--- src/common/pic_params.svh ---
`ifndef PIC_PARAMS_SVH
`define PIC_PARAMS_SVH

// ----------------------------------------------------------------------------
// register indices (byte address is four times the index)
// ----------------------------------------------------------------------------
`define PIC_IDX_CTRL      8'h00
`define PIC_IDX_STATUS    8'h01
`define PIC_IDX_NMICFG    8'h02
`define PIC_IDX_NMI_FLAG_REG   8'h03
`define PIC_IDX_EVOUT     8'h04
`define PIC_IDX_INTENCLR  8'h05
`define PIC_IDX_INTENSET  8'h06
`define PIC_IDX_IRQFLAG   8'h07
`define PIC_IDX_WAKE      8'h08
`define PIC_IDX_SENSE     8'h09

// ----------------------------------------------------------------------------
// field positions
// ----------------------------------------------------------------------------
`define PIC_CTRL_SOFT_RESET_BIT    0
`define PIC_CTRL_ENABLE   1
`define PIC_STAT_BUSY     7
`define PIC_NMI_FILT      3

// ----------------------------------------------------------------------------
// reset values and timing
// ----------------------------------------------------------------------------
`define PIC_RST_BYTE      8'h00
`define PIC_RST_SENSE     32'h0000_0000
`define PIC_SYNC_CYC      2'h3
`define PIC_NUM_PINS      8

`endif

--- src/common/pic_pkg.sv ---
// ----------------------------------------------------------------------------
// shared types of the pin interrupt controller
// ----------------------------------------------------------------------------
package pic_pkg;

	// detection sense encodings
	typedef enum logic [2:0] {
		PIC_SENSE_NONE = 3'h0,
		PIC_SENSE_RISE = 3'h1,
		PIC_SENSE_FALL = 3'h2,
		PIC_SENSE_BOTH = 3'h3,
		PIC_SENSE_HIGH = 3'h4,
		PIC_SENSE_LOW  = 3'h5
	} pic_sense_t;

	// one pin's configuration nibble
	typedef struct packed {
		logic       filt_en; // majority filter on
		logic [2:0] sense;   // detection sense
	} pic_pin_cfg_t;

	// bus-side state of the control sync path
	typedef enum logic [1:0] {
		PIC_SYNC_IDLE,
		PIC_SYNC_RUN
	} pic_sync_t;

endpackage : pic_pkg

--- src/design/pic_pin_irq_controller.sv ---
// Operation
// - eight external inputs plus one nmi input
// - independent mask per external line
// - rise, fall, both, high, low sense
// - spike filter switchable per pin
// - filter is majority vote on detection clock
// - level detection needs no filter clock
// - events leave as single-cycle pulses
// - nmi drives the processor nmi request
// - one shared request plus one nmi request
// - debug halt does not stop detection
// - protection guards all writes except flags
// - debugger writes bypass write protection
// - keeps running and wakes while clocked
// - wake enable masks chosen wake sources
// - control writes pass a synchronising delay
// - writing enable one enables controller
// - writing enable zero disables controller
// - soft reset restores all registers, disabled
// - filter votes two of three samples
// - level re-flags at once; edge needs edge
// - busy bit set at once; stalls control writes
// - nmi sense resets to no detection
`include "pic_params.svh"

module pic_pin_irq_controller
	import pic_pkg::*;
(
	input  wire logic        ref_clk_i,     // system clock
	input  wire logic        sys_rst_i,     // synchronous reset, high
	input  wire logic        psel_i,        // apb select
	input  wire logic        penable_i,     // apb enable
	input  wire logic        pwrite_i,      // apb direction
	input  wire logic [31:0] paddr_i,       // apb byte address
	input  wire logic [31:0] pwdata_i,      // apb write data
	output logic      [31:0] prdata_o,      // apb read data
	output logic             pready_o,      // apb ready
	output logic             pslverr_o,     // apb error
	input  wire logic        wr_protect_i,  // access protector lock
	input  wire logic        dbg_access_i,  // access from debugger
	input  wire logic [7:0]  ext_irq_input_i, // external pins
	input  wire logic        nmi_i,         // non-maskable pin
	output logic             irq_o,         // shared request
	output logic             nmi_req_o,     // nmi request
	output logic [7:0]       event_o,       // event pulses
	output logic             wake_o         // sleep wake request
);

	// ------------------------------------------------------------------------
	// registers
	// ------------------------------------------------------------------------
	logic                  enable;       // controller enabled
	logic [2:0]            nmi_sense;    // nmi sense
	logic                  nmi_filt;     // nmi filter on
	logic                  nmi_flag;     // nmi flag
	logic [7:0]            event_out;    // event enables
	logic [7:0]            irq_en;       // interrupt masks
	logic [7:0]            irq_flag;     // interrupt flags
	logic [7:0]            wake_en;      // wake enables
	pic_pin_cfg_t [7:0]    sense_cfg;    // per pin config
	pic_sync_t             sync_state;   // control sync state
	logic [1:0]            sync_cnt;     // sync cycles left
	logic                  pend_en;      // enable value in flight
	logic                  pend_rst;     // soft reset in flight
	logic                  soft_rst;     // applies soft reset

	// ------------------------------------------------------------------------
	// apb decode
	// ------------------------------------------------------------------------
	logic       acc;        // access phase present
	logic       done;       // transfer completes this edge
	logic       wr;         // write completes this edge
	logic [7:0] idx;        // register index
	logic       mapped;     // index decodes
	logic       is_flag;    // unprotected flag register
	logic       blocked;    // protected write refused
	logic       wr_ok;      // write takes effect
	logic       ctrl_stall; // control write while busy
	logic       sync_busy;  // sync in progress

	assign acc        = psel_i & penable_i;
	assign done       = acc & pready_o;
	assign idx        = paddr_i[9:2];
	assign mapped     = (paddr_i[31:10] == 22'h00_0000) && (idx <= `PIC_IDX_SENSE);
	assign is_flag    = (idx == `PIC_IDX_NMI_FLAG_REG) || (idx == `PIC_IDX_IRQFLAG);
	// debugger writes pass the lock; flag registers never locked
	assign blocked    = wr_protect_i & ~dbg_access_i & ~is_flag;
	assign wr         = done & pwrite_i;
	assign wr_ok      = wr & mapped & ~blocked;
	assign sync_busy  = (sync_state == PIC_SYNC_RUN);
	// a second control write waits for the running sync
	assign ctrl_stall = pwrite_i & (idx == `PIC_IDX_CTRL) & sync_busy;

	// ------------------------------------------------------------------------
	// apb response: one wait state, ready and data from flops
	// ------------------------------------------------------------------------
	// a stalled control write keeps ready low until busy clears
	always_ff @(posedge ref_clk_i) begin
		if (sys_rst_i) begin
			pready_o  <= 1'b0;
			pslverr_o <= 1'b0;
		end else begin
			pready_o  <= acc & ~pready_o & ~ctrl_stall;
			pslverr_o <= acc & ~pready_o & ~ctrl_stall & (~mapped | (pwrite_i & blocked));
		end
	end

	// read mux registered alongside ready
	always_ff @(posedge ref_clk_i) begin
		if (sys_rst_i) begin
			prdata_o <= 32'h0000_0000;
		end else if (acc & ~pready_o & ~pwrite_i) begin
			unique case (idx)
				`PIC_IDX_CTRL:     prdata_o <= {30'h0, enable, 1'b0};
				`PIC_IDX_STATUS:   prdata_o <= {24'h0, sync_busy, 7'h00};
				`PIC_IDX_NMICFG:   prdata_o <= {28'h0, nmi_filt, nmi_sense};
				`PIC_IDX_NMI_FLAG_REG:  prdata_o <= {31'h0, nmi_flag};
				`PIC_IDX_EVOUT:    prdata_o <= {24'h0, event_out};
				`PIC_IDX_INTENCLR: prdata_o <= {24'h0, irq_en};
				`PIC_IDX_INTENSET: prdata_o <= {24'h0, irq_en};
				`PIC_IDX_IRQFLAG:  prdata_o <= {24'h0, irq_flag};
				`PIC_IDX_WAKE:     prdata_o <= {24'h0, wake_en};
				`PIC_IDX_SENSE:    prdata_o <= sense_cfg;
				default:           prdata_o <= 32'h0000_0000;
			endcase
		end
	end

	// ------------------------------------------------------------------------
	// control sync: enable and soft reset pass a fixed delay
	// ------------------------------------------------------------------------
	always_ff @(posedge ref_clk_i) begin
		if (sys_rst_i || soft_rst) begin
			sync_state <= PIC_SYNC_IDLE;
			sync_cnt   <= 2'h0;
			pend_en    <= 1'b0;
			pend_rst   <= 1'b0;
		end else begin
			unique case (sync_state)
				PIC_SYNC_IDLE: begin
					if (wr_ok && idx == `PIC_IDX_CTRL) begin
						sync_state <= PIC_SYNC_RUN;
						sync_cnt   <= `PIC_SYNC_CYC;
						pend_en    <= pwdata_i[`PIC_CTRL_ENABLE];
						pend_rst   <= pwdata_i[`PIC_CTRL_SOFT_RESET_BIT];
					end
				end
				PIC_SYNC_RUN: begin
					sync_cnt <= sync_cnt - 2'h1;
					if (sync_cnt == 2'h1) begin
						sync_state <= PIC_SYNC_IDLE;
					end
				end
			endcase
		end
	end

	// soft reset fires as the sync completes
	assign soft_rst = sync_busy & (sync_cnt == 2'h1) & pend_rst;

	// enable follows the synced value
	always_ff @(posedge ref_clk_i) begin
		if (sys_rst_i || soft_rst) begin
			enable <= 1'b0;
		end else if (sync_busy && sync_cnt == 2'h1) begin
			enable <= pend_en;
		end
	end

	// ------------------------------------------------------------------------
	// configuration registers
	// ------------------------------------------------------------------------
	// flags are not here: hardware sets them further down
	always_ff @(posedge ref_clk_i) begin
		if (sys_rst_i || soft_rst) begin
			nmi_sense <= 3'h0;
			nmi_filt  <= 1'b0;
			event_out <= `PIC_RST_BYTE;
			irq_en    <= `PIC_RST_BYTE;
			wake_en   <= `PIC_RST_BYTE;
			sense_cfg <= `PIC_RST_SENSE;
		end else if (wr_ok) begin
			unique case (idx)
				`PIC_IDX_NMICFG: begin
					nmi_sense <= pwdata_i[2:0];
					nmi_filt  <= pwdata_i[`PIC_NMI_FILT];
				end
				`PIC_IDX_EVOUT:    event_out <= pwdata_i[7:0];
				`PIC_IDX_INTENCLR: irq_en    <= irq_en & ~pwdata_i[7:0];
				`PIC_IDX_INTENSET: irq_en    <= irq_en | pwdata_i[7:0];
				`PIC_IDX_WAKE:     wake_en   <= pwdata_i[7:0];
				`PIC_IDX_SENSE:    sense_cfg <= pwdata_i;
				default: begin
				end
			endcase
		end
	end

	// ------------------------------------------------------------------------
	// detection function shared by all nine inputs
	// ------------------------------------------------------------------------
	function automatic logic pic_hit(input logic [2:0] s, input logic cur, input logic prv);
		logic h;
		h = 1'b0;
		unique case (s)
			PIC_SENSE_RISE: h = cur & ~prv;
			PIC_SENSE_FALL: h = ~cur & prv;
			PIC_SENSE_BOTH: h = cur ^ prv;
			PIC_SENSE_HIGH: h = cur;
			PIC_SENSE_LOW:  h = ~cur;
			default:        h = 1'b0;
		endcase
		return h;
	endfunction : pic_hit

	// ------------------------------------------------------------------------
	// per pin filter and detection, inputs 0..7 external, 8 nmi
	// ------------------------------------------------------------------------
	logic [8:0] pins;      // raw pin levels
	logic [8:0] hit;       // condition met this cycle
	logic [8:0] hit_prev;  // condition last cycle
	logic [8:0] filt_on;   // filter selected
	logic [8:0] runs;      // detection active
	logic [2:0] sense [9]; // sense per input

	assign pins = {nmi_i, ext_irq_input_i};

	generate
		for (genvar g = 0; g < 9; g++) begin : g_pin
			logic [2:0] smp;  // three-sample window
			logic       maj;  // majority vote
			logic       cur;  // filtered or raw sample
			logic       prv;  // previous sample

			if (g < 8) begin : g_ext
				assign sense[g]   = sense_cfg[g].sense;
				assign filt_on[g] = sense_cfg[g].filt_en;
				assign runs[g]    = enable;
			end else begin : g_nmi
				assign sense[g]   = nmi_sense;
				assign filt_on[g] = nmi_filt;
				assign runs[g]    = 1'b1; // nmi works without enable
			end

			// sample shift and previous value
			always_ff @(posedge ref_clk_i) begin
				if (sys_rst_i || soft_rst) begin
					smp <= 3'h0;
					prv <= 1'b0;
				end else begin
					smp <= {smp[1:0], pins[g]};
					prv <= cur;
				end
			end

			// two of three samples decide the filtered level
			assign maj    = (smp[0] & smp[1]) | (smp[1] & smp[2]) | (smp[0] & smp[2]);
			assign cur    = filt_on[g] ? maj : pins[g];
			assign hit[g] = runs[g] & pic_hit(sense[g], cur, prv);
		end
	endgenerate

	// condition one cycle ago, so events fire only on its rise
	always_ff @(posedge ref_clk_i) begin
		if (sys_rst_i || soft_rst) begin
			hit_prev <= 9'h000;
		end else begin
			hit_prev <= hit;
		end
	end

	// ------------------------------------------------------------------------
	// flags: set beats a same-cycle clear; level keeps re-flagging
	// ------------------------------------------------------------------------
	logic [7:0] irq_clr; // flag clear mask
	logic       nmi_clr; // nmi clear

	// write one clears; zero bits leave their flag alone
	assign irq_clr = (wr_ok && idx == `PIC_IDX_IRQFLAG) ? pwdata_i[7:0] : 8'h00;
	assign nmi_clr = wr_ok && (idx == `PIC_IDX_NMI_FLAG_REG) && pwdata_i[0];

	// debug halt has no input here, so nothing pauses detection
	always_ff @(posedge ref_clk_i) begin
		if (sys_rst_i || soft_rst) begin
			irq_flag <= 8'h00;
			nmi_flag <= 1'b0;
		end else begin
			irq_flag <= (irq_flag & ~irq_clr) | hit[7:0];
			nmi_flag <= (nmi_flag & ~nmi_clr) | hit[8];
		end
	end

	// ------------------------------------------------------------------------
	// outputs from flops
	// ------------------------------------------------------------------------
	// registered so that every output leaves a flop
	always_ff @(posedge ref_clk_i) begin
		if (sys_rst_i) begin
			irq_o     <= 1'b0;
			nmi_req_o <= 1'b0;
			event_o   <= 8'h00;
			wake_o    <= 1'b0;
		end else begin
			irq_o     <= |(irq_flag & irq_en);
			nmi_req_o <= nmi_flag;
			event_o   <= hit[7:0] & ~hit_prev[7:0] & event_out;
			wake_o    <= |(hit[7:0] & wake_en);
		end
	end
endmodule : pic_pin_irq_controller

--- config.mk ---
export PLATFORM = sky130hd
export DESIGN_NAME = pic_pin_irq_controller
export DESIGN_NICKNAME = d
export VERILOG_FILES = /design/src/common/pic_pkg.sv /design/src/design/pic_pin_irq_controller.sv
export VERILOG_INCLUDE_DIRS = /design/src /design/src/common
export SDC_FILE = /design/constraint.sdc
export NUM_CORES = 1
export LEC_CHECK = 0
export ABC_AREA = 0
export BUFFER_PORTS_ARGS = -buffer_cell sky130_fd_sc_hd__buf_2
export CORE_MARGIN = 1.5
export CORE_UTILIZATION = 49
export DETAILED_ROUTE_END_ITERATION = 6
export HOLD_SLACK_MARGIN = 0.03
export PLACE_DENSITY = 0.68
export SLEW_MARGIN = 20
export SYNTH_ARGS = -nofsm -noshare
export SYNTH_HDL_FRONTEND = slang
export SYNTH_SLANG_ARGS = --single-unit
--- constraint.sdc ---
create_clock -name ref_clk_i -period 4.7 [get_ports ref_clk_i]
set_input_delay 0.47 -clock ref_clk_i [delete_from_list [all_inputs] [get_ports ref_clk_i]]
set_output_delay 0.47 -clock ref_clk_i [all_outputs]
set_load 0.01 [all_outputs]
==> results of run 1 <==
[flip-flops by register name, indices dropped and copies added (netlist names), 2 cells and up, named ones only]
signal,cells
sync_cnt,2
wake_en,8
g_pin.prv,9
filt_on,8
event_o,8
event_out,8
sense,24
hit_prev,8
nmi_sense,3
prdata_o,32
irq_flag,8
g_pin.smp,27
[kinds of logic after synthesis]
| group | after synthesis | synth area share, % |
|---|---|---|
| flops | 164 | 46.6 |
| xor+xnor | 5 | 0.622 |
| mux | 27 | 3.84 |
| buf+inv | 75 | 4.40 |
| fa+ha+maj | 26 | 4.37 |
| simple gates | 354 | 24.8 |
| compound gates | 173 | 15.3 |
[critical path, cell delays in order, from the launching register on]
cell and delay, ns:
dfxtp_1 0.31, maj3_1 0.38, mux2i_1 0.44, inv_1 0.09
ha_1 0.29, nand3_1 0.09, and3_1 0.22, a22oi_1 0.21
o211ai_1 0.13, a31oi_1 0.25, a41oi_1 0.16
[metal layers]
| metal | vias up | share of wire [%] |
|---|---|---|
| met5 | - | 0 |
| met1 | 2893 | 45 |
| li1 | 3065 | - |
| met4 | 0 | 1.7 |
| met2 | 214 | 46 |
| met3 | 24 | 7.2 |
[area by class of cell]
class                           count  area share [%]
Sequential cell                   164            38.9
Inverter                           28            1.25
Timing Repair Buffer              131            8.04
Multi-Input combinational cell    585            41.0
Tap cell                          180            2.67
Clock buffer                       20            5.42
Clock inverter                     12            2.66
[final timing paths]
kind,endpoint,cells past startpoint
setup reg to reg,wake_o,10
setup / recovery,wake_o,10
hold reg to reg,event_o[7],1
hold / removal,g_pin[1].smp[0],2
[cell usage in the layout (no fill, tap or decap), drive strengths merged, types with 5 or more instances in the layout]
master and n:
nand3b 5, inv 29, and3 9, dfxtp 164, clkbuf 20, nor4b 8, nor2 83, mux2i 27
nor3 14, bufinv 6, a22o 6, maj3 7, nor2b 10, nand3 31, a31oi 7, a21boi 5
buf 131, nand2 139, a22oi 34, and2 26, a21oi 78, nor4 10, o21ai 15, ha 19
[through the flow]
stage | total power, mW | instance area (µm²) | cells | util [%]
6_report | 3.13 | 8430 | 1120 | 60.5
5_1_grt | 3.22 | 8430 | 1120 | 60.5
4_1_cts | 3.15 | 8430 | 1120 | 60.5
3_5_place_dp | 1.57 | 7750 | 1088 | 55.6
3_3_place_gp | 1.57 | 7750 | 1088 | 55.6
2_1_floorplan | 1.51 | 7050 | 824 | -
[power by group]
group / internal, mW / switching [mW]
combinational: 0.0489 / 0.0832
clock: 1.03 / 0.566
sequential: 1.40 / 0.00675
==> flow_metrics.py, run 1 <==
metrics = {
    "run_status": {
        "outcome": "complete, no violations",
    },
    "floorplanning": {
        "io_pins": 125,
        "initial_core_util_pct": 50.6,
        "die_area_mm2": 0.0151,
        "die_y_um": 123,
        "core_mm2": 0.0139,
        "row_count": 43,
        "die_x_um": 123,
    },
    "clock_network": {
        "cts_made_buffers": 17,
        "cts_resized": 0,
        "clk_path_buf_depth": 2,
        "clk_latency_ns": 0.43,
        "cts_tree": "built",
        "clk_pin_slew_ns": 0.06,
        "post_cts_buffers": 0,
        "holdBufCountCts": 0,
        "clockRootBuffer": "clkbuf_16",
        "cts.sinks": 164,
        "htreeDepth": 4,
    },
    "detailed_routing": {
        "ant_nets": 0,
        "route.detailed.drc": 0,
        "drt_iter0_drc": 436,
        "routed_via_density": 5.53,
        "wire_per_inst_um": 16.2,
        "dr_total_vias": 6196,
        "dr.pass1.iters": 5,
        "drt-total-wl_mm": 18.1,
    },
    "synth": {
        "synth.top_cells.by_count": "dfxtp_1 (164), nand2_1 (139), nor2_1 (81), a21oi_1 (78), a22oi_1 (34)",
        "netlist_area_mm2": 0.00705,
        "yosysUniqueCellTypes": 64,
        "synth_cells": 824,
        "syn_nets": 923,
        "synth_warnings": 0,
        "avgSynthCellArea_um2": 8.55,
        "async_reset_ff_share_pct": 0,
        "synth_top_area_share_pct": 46.6,
        "synth_largest_area_cell": "dfxtp_1",
        "ys_ff_latch": 164,
        "synthMostInstantiatedCell": "dfxtp_1",
        "synth.area.top_cells": "dfxtp_1 (47%), nand2_1 (7.4%), a21oi_1 (5.5%)",
        "synth-edff-count": 0,
        "ys_seq_area_share_pct": 46.6,
        "synth_ff_type": "dfxtp_1",
    },
    "sta": {
        "slew_viol_final": 0,
        "min_period_ns": 2.74,
        "tightest_slew_ns": 1.10,
        "finalHoldViolCount": 0,
        "finClkSkew_ns": 0.00694,
        "rsz0062_at_grt": "false",
        "finalSetupViolations": 0,
        "fin_setup_tns_ns": 0,
        "slew-limit-headroom_pct": 26.7,
        "fmax_mhz": 364,
        "setup_slack_ns": 1.96,
        "timing.final.crit_share_pct": 58.4,
        "whs_ns": 0.257,
    },
    "global_routing": {
        "grt_most_used_layer": "met2",
        "grt.met2_usage_pct": 39.4,
        "grt_pass1_vias": 5600,
        "antenna_found_initial": 0,
        "met3_usage_pct": 5.30,
        "grt_overflow_total": 0,
        "grt_max_degree": 49,
        "grt_usage_pct": 24.9,
        "grt.met1_usage_pct": 33.5,
        "grt_pass1_wl_mm": 28.8,
    },
    "cells_and_area": {
        "num_antenna_cells": 0,
        "drive_above_1_share_pct": 19.1,
        "num-nets-final": 1026,
        "multiInputGateArea_mm2": 0.00346,
        "area_growth_pct": 19.7,
        "seqCellArea_mm2": 0.00328,
        "fillers": 1270,
    },
    "setup_path": {
        "worstSetupStartpointType": "flip-flop",
        "critical_path.startpoint": "g_pin[0].smp[1]",
        "r2r-start": "g_pin[0].smp[1]",
        "criticalPathCategory": "reg2reg",
        "cp_max_fo": 4,
        "worst-endpoint-required_ns": 4.95,
        "arrival_ns": 2.99,
        "endpoint_kind": "flip-flop",
        "r2r_slack_ns": 1.96,
    },
    "pwr": {
        "pwr_density_cell_mw_per_mm2": 372,
        "p_leak_nw": 3.24,
        "max-vdd-ir-drop_v": 0.000279,
    },
    "flow_run": {
        "max-cap-violations": 0,
    },
    "worst_hold_path": {
        "hp-start": "ext_irq_input_i[1]",
        "min_path_type": "in2reg",
    },
    "placement": {
        "portBuffers": 122,
        "routabilityCongestion": 0.824,
        "pre_cts_slack_ns": 1.69,
        "hpwl_mm": 12.3,
    },
}
Power figures use the tool's default switching activity.
==> run 2: changes to the inputs <==
--- a/config.mk
+++ b/config.mk
@@ -12,7 +12,7 @@
 export CORE_UTILIZATION = 49
 export DETAILED_ROUTE_END_ITERATION = 6
 export HOLD_SLACK_MARGIN = 0.03
-export PLACE_DENSITY = 0.68
+export PLACE_DENSITY = 0.71
 export SLEW_MARGIN = 20
 export SYNTH_ARGS = -nofsm -noshare
 export SYNTH_HDL_FRONTEND = slang
==> constraint.sdc (replaced) <==
create_clock -name ref_clk_i -period 2.5 [get_ports ref_clk_i]
set_input_delay 0.25 -clock ref_clk_i [delete_from_list [all_inputs] [get_ports ref_clk_i]]
set_output_delay 0.25 -clock ref_clk_i [all_outputs]
set_load 0.01 [all_outputs]
==> run 2 against run 1 <==
Sequential share of layout area down 0.84 points. Largest power group is now sequential cells. Non-clock buffer count up 29. Hold slack worse by 0.22 ns.
==> flow_metrics.py, run 2 (same netlist as run 1, synthesis figures left out) <==
metrics = {
    "clock_network": {
        "clk_latency_ns": 0.43,
        "cts_made_buffers": 17,
        "htreeDepth": 4,
        "holdBufCountCts": 0,
        "clk_pin_slew_ns": 0.06,
        "clockRootBuffer": "clkbuf_16",
        "cts_tree": "built",
        "cts.sinks": 164,
        "clk_path_buf_depth": 2,
    },
    "cells_and_area": {
        "fillers": 1238,
        "multiInputGateArea_mm2": 0.00349,
        "mostFrequentLayoutCells": "dfxtp_1 (164), nand2_1 (139), buf_2 (122)",
        "final_core_util_pct": 61.9,
        "seqCellArea_mm2": 0.00328,
        "num_antenna_cells": 0,
        "area_growth_pct": 22.3,
        "final_common_cell": "dfxtp_1",
        "drive_above_1_share_pct": 21.9,
        "regMostFlops": "prdata_o",
        "fin_area_mm2": 0.00862,
        "num-nets-final": 1055,
        "largest_reg_flops": 32,
    },
    "sta": {
        "slew-limit-headroom_pct": 64.3,
        "finalHoldViolCount": 0,
        "fmax_mhz": 426,
        "slew_viol_final": 0,
        "whs_ns": 0.0417,
        "finClkSkew_ns": 0.00663,
        "finalSetupViolations": 0,
        "min_period_ns": 2.35,
        "timing.final.crit_share_pct": 93.8,
        "tightest_slew_ns": 0.535,
    },
    "floorplanning": {
        "core_mm2": 0.0139,
        "die_y_um": 123,
        "row_count": 43,
        "io_pins": 125,
        "die_area_mm2": 0.0151,
        "initial_core_util_pct": 50.6,
        "die_x_um": 123,
    },
    "global_routing": {
        "antenna_found_initial": 0,
        "grt_overflow_total": 0,
        "grt_pass1_vias": 5696,
        "grt_usage_pct": 25.4,
        "grt_pass1_wl_mm": 29.5,
        "grt_max_degree": 88,
    },
    "setup_path": {
        "worstSetupStartpointType": "flip-flop",
        "endpoint_kind": "flip-flop",
        "criticalPathCategory": "reg2reg",
        "cp_max_fo": 3,
        "arrival_ns": 2.63,
        "worstRegToRegCells": 11,
        "worst-endpoint-required_ns": 2.79,
    },
    "detailed_routing": {
        "route.detailed.drc": 0,
        "wire_per_inst_um": 16.2,
        "drt-total-wl_mm": 18.6,
        "dr.pass1.iters": 5,
        "dr_total_vias": 6304,
        "routed_via_density": 5.49,
        "ant_nets": 0,
        "drt_iter0_drc": 492,
    },
    "placement": {
        "routabilityCongestion": 0.845,
        "placedInstanceArea_mm2": 0.00798,
        "portBuffers": 122,
        "hpwl_mm": 12.7,
    },
    "pwr": {
        "p_leak_nw": 3.35,
        "pwr_density_cell_mw_per_mm2": 642,
        "max-vdd-ir-drop_v": 0.000343,
        "power_mw": 5.53,
    },
    "run_status": {
        "outcome": "complete, no violations",
    },
    "worst_hold_path": {
        "whs_path_depth": 2,
        "min_path_type": "in2reg",
    },
    "flow_run": {
        "max-cap-violations": 0,
    },
}
run 2: cell count changes in the layout (fill, tap and decap cells not counted), moves of 2 or more:
cell        previous run  this run
buf_4                  9        36
bufinv_16              6         2
buf_12                 0         2
clkinvlp_4             1         3
run 2: repair_timing:
action	in CTS	in global routing
pin swaps	0	1
setup endpoints to repair	1	2
cloned	0	0
resized for setup	1	4
setup buffers	0	2
run 2: final timing paths:
kind	startpoint	to	slack, ns
worst max-delay path	g_pin[0].smp[2]	wake_o	0.15
worst min-delay path	ext_irq_input_i[6]	g_pin[6].smp[0]	0.04
worst max register to register	g_pin[0].smp[2]	wake_o	0.15
worst min register to register	hit_prev[5]	event_o[5]	0.40
run 2: final cells by class:
type / count / area share, %
timing repair buffer: 160 / 10.7
multi-input combinational: 585 / 40.5
clock buffer: 22 / 5.50
sequential: 164 / 38.1
inverter: 28 / 1.22
clock inverter: 10 / 1.42
tap: 180 / 2.61
run 2: worst max-delay path, cell delays in order, from the launching register on:
cell and delay, ns:
dfxtp_1 0.30, maj3_1 0.35, mux2i_1 0.18, buf_4 0.17, inv_1 0.04, ha_1 0.26
nand3_1 0.10, and3_4 0.21, a22oi_2 0.18, o211ai_1 0.11, a31oi_1 0.18, a41oi_1 0.12
run 2: metrics by stage:
| step | setup WS (ns) | instances | setup TNS [ns] |
|---|---|---|---|
| after global placement | 0.00863 | 1115 | 0 |
| after detailed placement | 0.0426 | 1115 | 0 |
| final | 0.154 | 1149 | 0 |
| after global routing | -0.00372 | 1149 | -0.00372 |
| after CTS | 0.0576 | 1147 | 0 |
| after floorplan | 0.315 | 824 | 0 |
run 2: layer usage:
layer | share of wire (%) | wire [µm] | track usage (%)
met5 | 0 | 0 | 0
met2 | 47 | 8780 | 39.8
met1 | 45 | 8370 | 35.5
met4 | 1.4 | 257 | 7.99
met3 | 6.6 | 1230 | 4.57
run 2: report_power, final:
| part | total (mW) | switching, mW | internal [mW] |
|---|---|---|---|
| clock network | 2.61 | 1.05 | 1.56 |
| registers | 2.65 | 0.0128 | 2.64 |
| logic | 0.268 | 0.160 | 0.107 |
| total | 5.53 | 1.23 | 4.30 |
==> run 3: changes to the inputs <==
--- a/config.mk
+++ b/config.mk
@@ -7,10 +7,11 @@
 export NUM_CORES = 1
 export LEC_CHECK = 0
 export ABC_AREA = 0
-export BUFFER_PORTS_ARGS = -buffer_cell sky130_fd_sc_hd__buf_2
+export BUFFER_PORTS_ARGS = -buffer_cell sky130_fd_sc_hd__clkbuf_2
 export CORE_MARGIN = 1.5
 export CORE_UTILIZATION = 49
 export DETAILED_ROUTE_END_ITERATION = 6
+export GPL_ROUTABILITY_DRIVEN = 0
 export HOLD_SLACK_MARGIN = 0.03
 export PLACE_DENSITY = 0.71
 export SLEW_MARGIN = 20
==> run 3 against run 2 <==
Clock skew fell by 0.00067 ns. Hold slack got worse by 0.0024 ns. First-iteration DRC count rose by 11%. Global-route usage rose by 0.19 points. Fmax fell by 1.3%. Setup slack got worse by 0.031 ns. Power fell by 1.5%. Clock power fell by 3%. Sequential share of layout area fell by 0.35 points. Cell area rose by 0.93%. Sequential power barely moved. Sequential cell count did not move.
==> flow_metrics.py, run 3 (same netlist as run 1, synthesis figures left out) <==
metrics = {
    "cells_and_area": {
        "fin_area_mm2": 0.00870,
        "seqCellArea_mm2": 0.00328,
        "num_antenna_cells": 0,
        "drive_above_1_share_pct": 21.7,
        "mostFrequentLayoutCells": "dfxtp_1 (164), nand2_1 (139), clkbuf_2 (122)",
        "largest_reg_flops": 32,
        "fillers": 1241,
        "final_common_cell": "dfxtp_1",
        "multiInputGateArea_mm2": 0.00347,
        "area_growth_pct": 23.5,
        "regMostFlops": "prdata_o",
        "num-nets-final": 1063,
    },
    "placement": {
        "hpwl_mm": 12.6,
        "placedInstanceArea_mm2": 0.00804,
        "portBuffers": 122,
    },
    "setup_path": {
        "critical-path-top-delay-family": "compound AO/OA/AOI/OAI gates",
        "worst-path-stages": 11,
        "worstPathCellList": "maj3_1 > mux2i_1 > buf_4 > inv_1 > ha_1 > nand3_1 > and3_1 > a22oi_2 > o211ai_1 > a31oi_1 > a41oi_1",
        "worst-endpoint-required_ns": 2.81,
        "critPathBufInv": 2,
        "crit_slowest_cell": "maj3_1",
        "endpoint_kind": "flip-flop",
        "worstRegToRegCells": 11,
        "criticalPathCategory": "reg2reg",
        "max_stage_delay_ns": 0.34,
        "cp_max_fo": 3,
        "arrival_ns": 2.68,
        "worstSetupStartpointType": "flip-flop",
    },
    "sta": {
        "finClkSkew_ns": 0.00596,
        "fin_setup_tns_ns": 0,
        "finalSetupViolations": 0,
        "min_period_ns": 2.38,
        "slew_viol_final": 0,
        "slew-limit-headroom_pct": 64.0,
        "timing.final.crit_share_pct": 95.1,
        "rsz0062_at_grt": "false",
        "tightest_slew_ns": 0.540,
        "finalHoldViolCount": 0,
        "fmax_mhz": 421,
    },
    "clock_network": {
        "cts_tree": "built",
        "clockRootBuffer": "clkbuf_16",
        "htreeDepth": 4,
        "clk_path_buf_depth": 2,
        "cts_made_buffers": 17,
        "cts.sinks": 164,
        "clk_latency_ns": 0.43,
        "clk_pin_slew_ns": 0.06,
    },
    "pwr": {
        "combPwrFrac_pct": 5.1,
        "pwr_density_cell_mw_per_mm2": 626,
        "net-switching-power_mw": 1.28,
        "internal_power_mw": 4.16,
        "p_leak_nw": 3.36,
        "seqPwrFrac_pct": 48.7,
        "max-vdd-ir-drop_v": 0.000519,
        "power.share.clock_pct": 46.2,
        "switching_share_pct": 23.6,
    },
    "floorplanning": {
        "initial_core_util_pct": 50.6,
        "row_count": 43,
        "die_y_um": 123,
        "die_x_um": 123,
        "core_mm2": 0.0139,
        "die_area_mm2": 0.0151,
        "io_pins": 125,
    },
    "global_routing": {
        "grt_pass1_vias": 5834,
        "grt.met2_usage_pct": 40.1,
        "grt_most_used_layer": "met2",
        "met3_usage_pct": 4.98,
        "grt_max_degree": 90,
        "grt_usage_pct": 25.6,
        "antenna_found_initial": 0,
        "grt_pass1_wl_mm": 29.6,
        "grt.met1_usage_pct": 35.1,
        "grt_overflow_total": 0,
    },
    "worst_hold_path": {
        "whs_path_depth": 3,
        "min_path_type": "in2reg",
    },
    "run_status": {
        "outcome": "complete, no violations",
    },
    "detailed_routing": {
        "route.detailed.drc": 0,
        "drt-total-wl_mm": 18.5,
        "wire_per_inst_um": 16.0,
        "dr_total_vias": 6351,
        "dr.pass1.iters": 5,
        "routed_via_density": 5.49,
        "drt_iter0_drc": 545,
        "ant_nets": 0,
    },
    "flow_run": {
        "max-cap-violations": 0,
    },
}
## run 3: path summary, 6_finish.rpt
kind         slack, ns       startpoint         end
max               0.12  g_pin[0].smp[2]      wake_o
min               0.04     pwdata_i[20]    sense[9]
max reg2reg       0.12  g_pin[0].smp[2]      wake_o
min reg2reg       0.40      hit_prev[5]  event_o[5]
## run 3: repair_timing
action	CTS	global route
hold endpoints to repair	6	0
gates resized for setup	0	2
setup buffers	0	3
endpoints found under the setup margin	0	2
hold buffers	6	0
## run 3: worst reg2reg max path, delay by kind of cell (launching register included)
family          cells  cell delay [ns]
flops               1             0.30
compound gates      4             0.64
buf+inv             2             0.21
simple gates        2             0.31
fa+ha+maj           2             0.60
mux                 1             0.18
## run 3: per-layer routing
metal	vias to the layer above	part of all wire, %
met4	0	1.8
li1	3135	-
met3	24	6.6
met1	2988	45
met5	-	0
met2	204	46
## run 3: final cells by class
| class | count | share of cell area [%] |
|---|---|---|
| timing repair buffer | 168 | 12.0 |
| multi-input combinational | 585 | 39.9 |
| clock buffer | 19 | 5.09 |
| tap | 180 | 2.59 |
| inverter | 28 | 1.21 |
| sequential | 164 | 37.7 |
| clock inverter | 13 | 1.45 |
## run 3: power groups by stage
stage                     clock, mW  sequential (mW)  combinational (mW)
after global routing           2.67             2.65               0.306
after detailed placement          0             2.71               0.265
final                          2.52             2.65               0.279
after floorplan                   0             2.71               0.134
after CTS                      2.55             2.65               0.274
after global placement            0             2.71               0.262
## run 3: stage by stage
| step | instances | total power [mW] | utilization (%) | hold slack [ns] | setup slack [ns] |
|---|---|---|---|---|---|
| finish | 1157 | 5.45 | 62.4 | 0.0393 | 0.123 |
| global route | 1157 | 5.63 | 62.4 | 0.0393 | 0.000326 |
| CTS | 1154 | 5.47 | 62.2 | 0.0306 | 0.0695 |
| detailed placement | 1116 | 2.98 | 57.7 | 0.385 | 0.0669 |
| global placement | 1116 | 2.97 | 57.7 | 0.385 | 0.133 |
| floorplan | 824 | 2.84 | - | 0.369 | 0.315 |
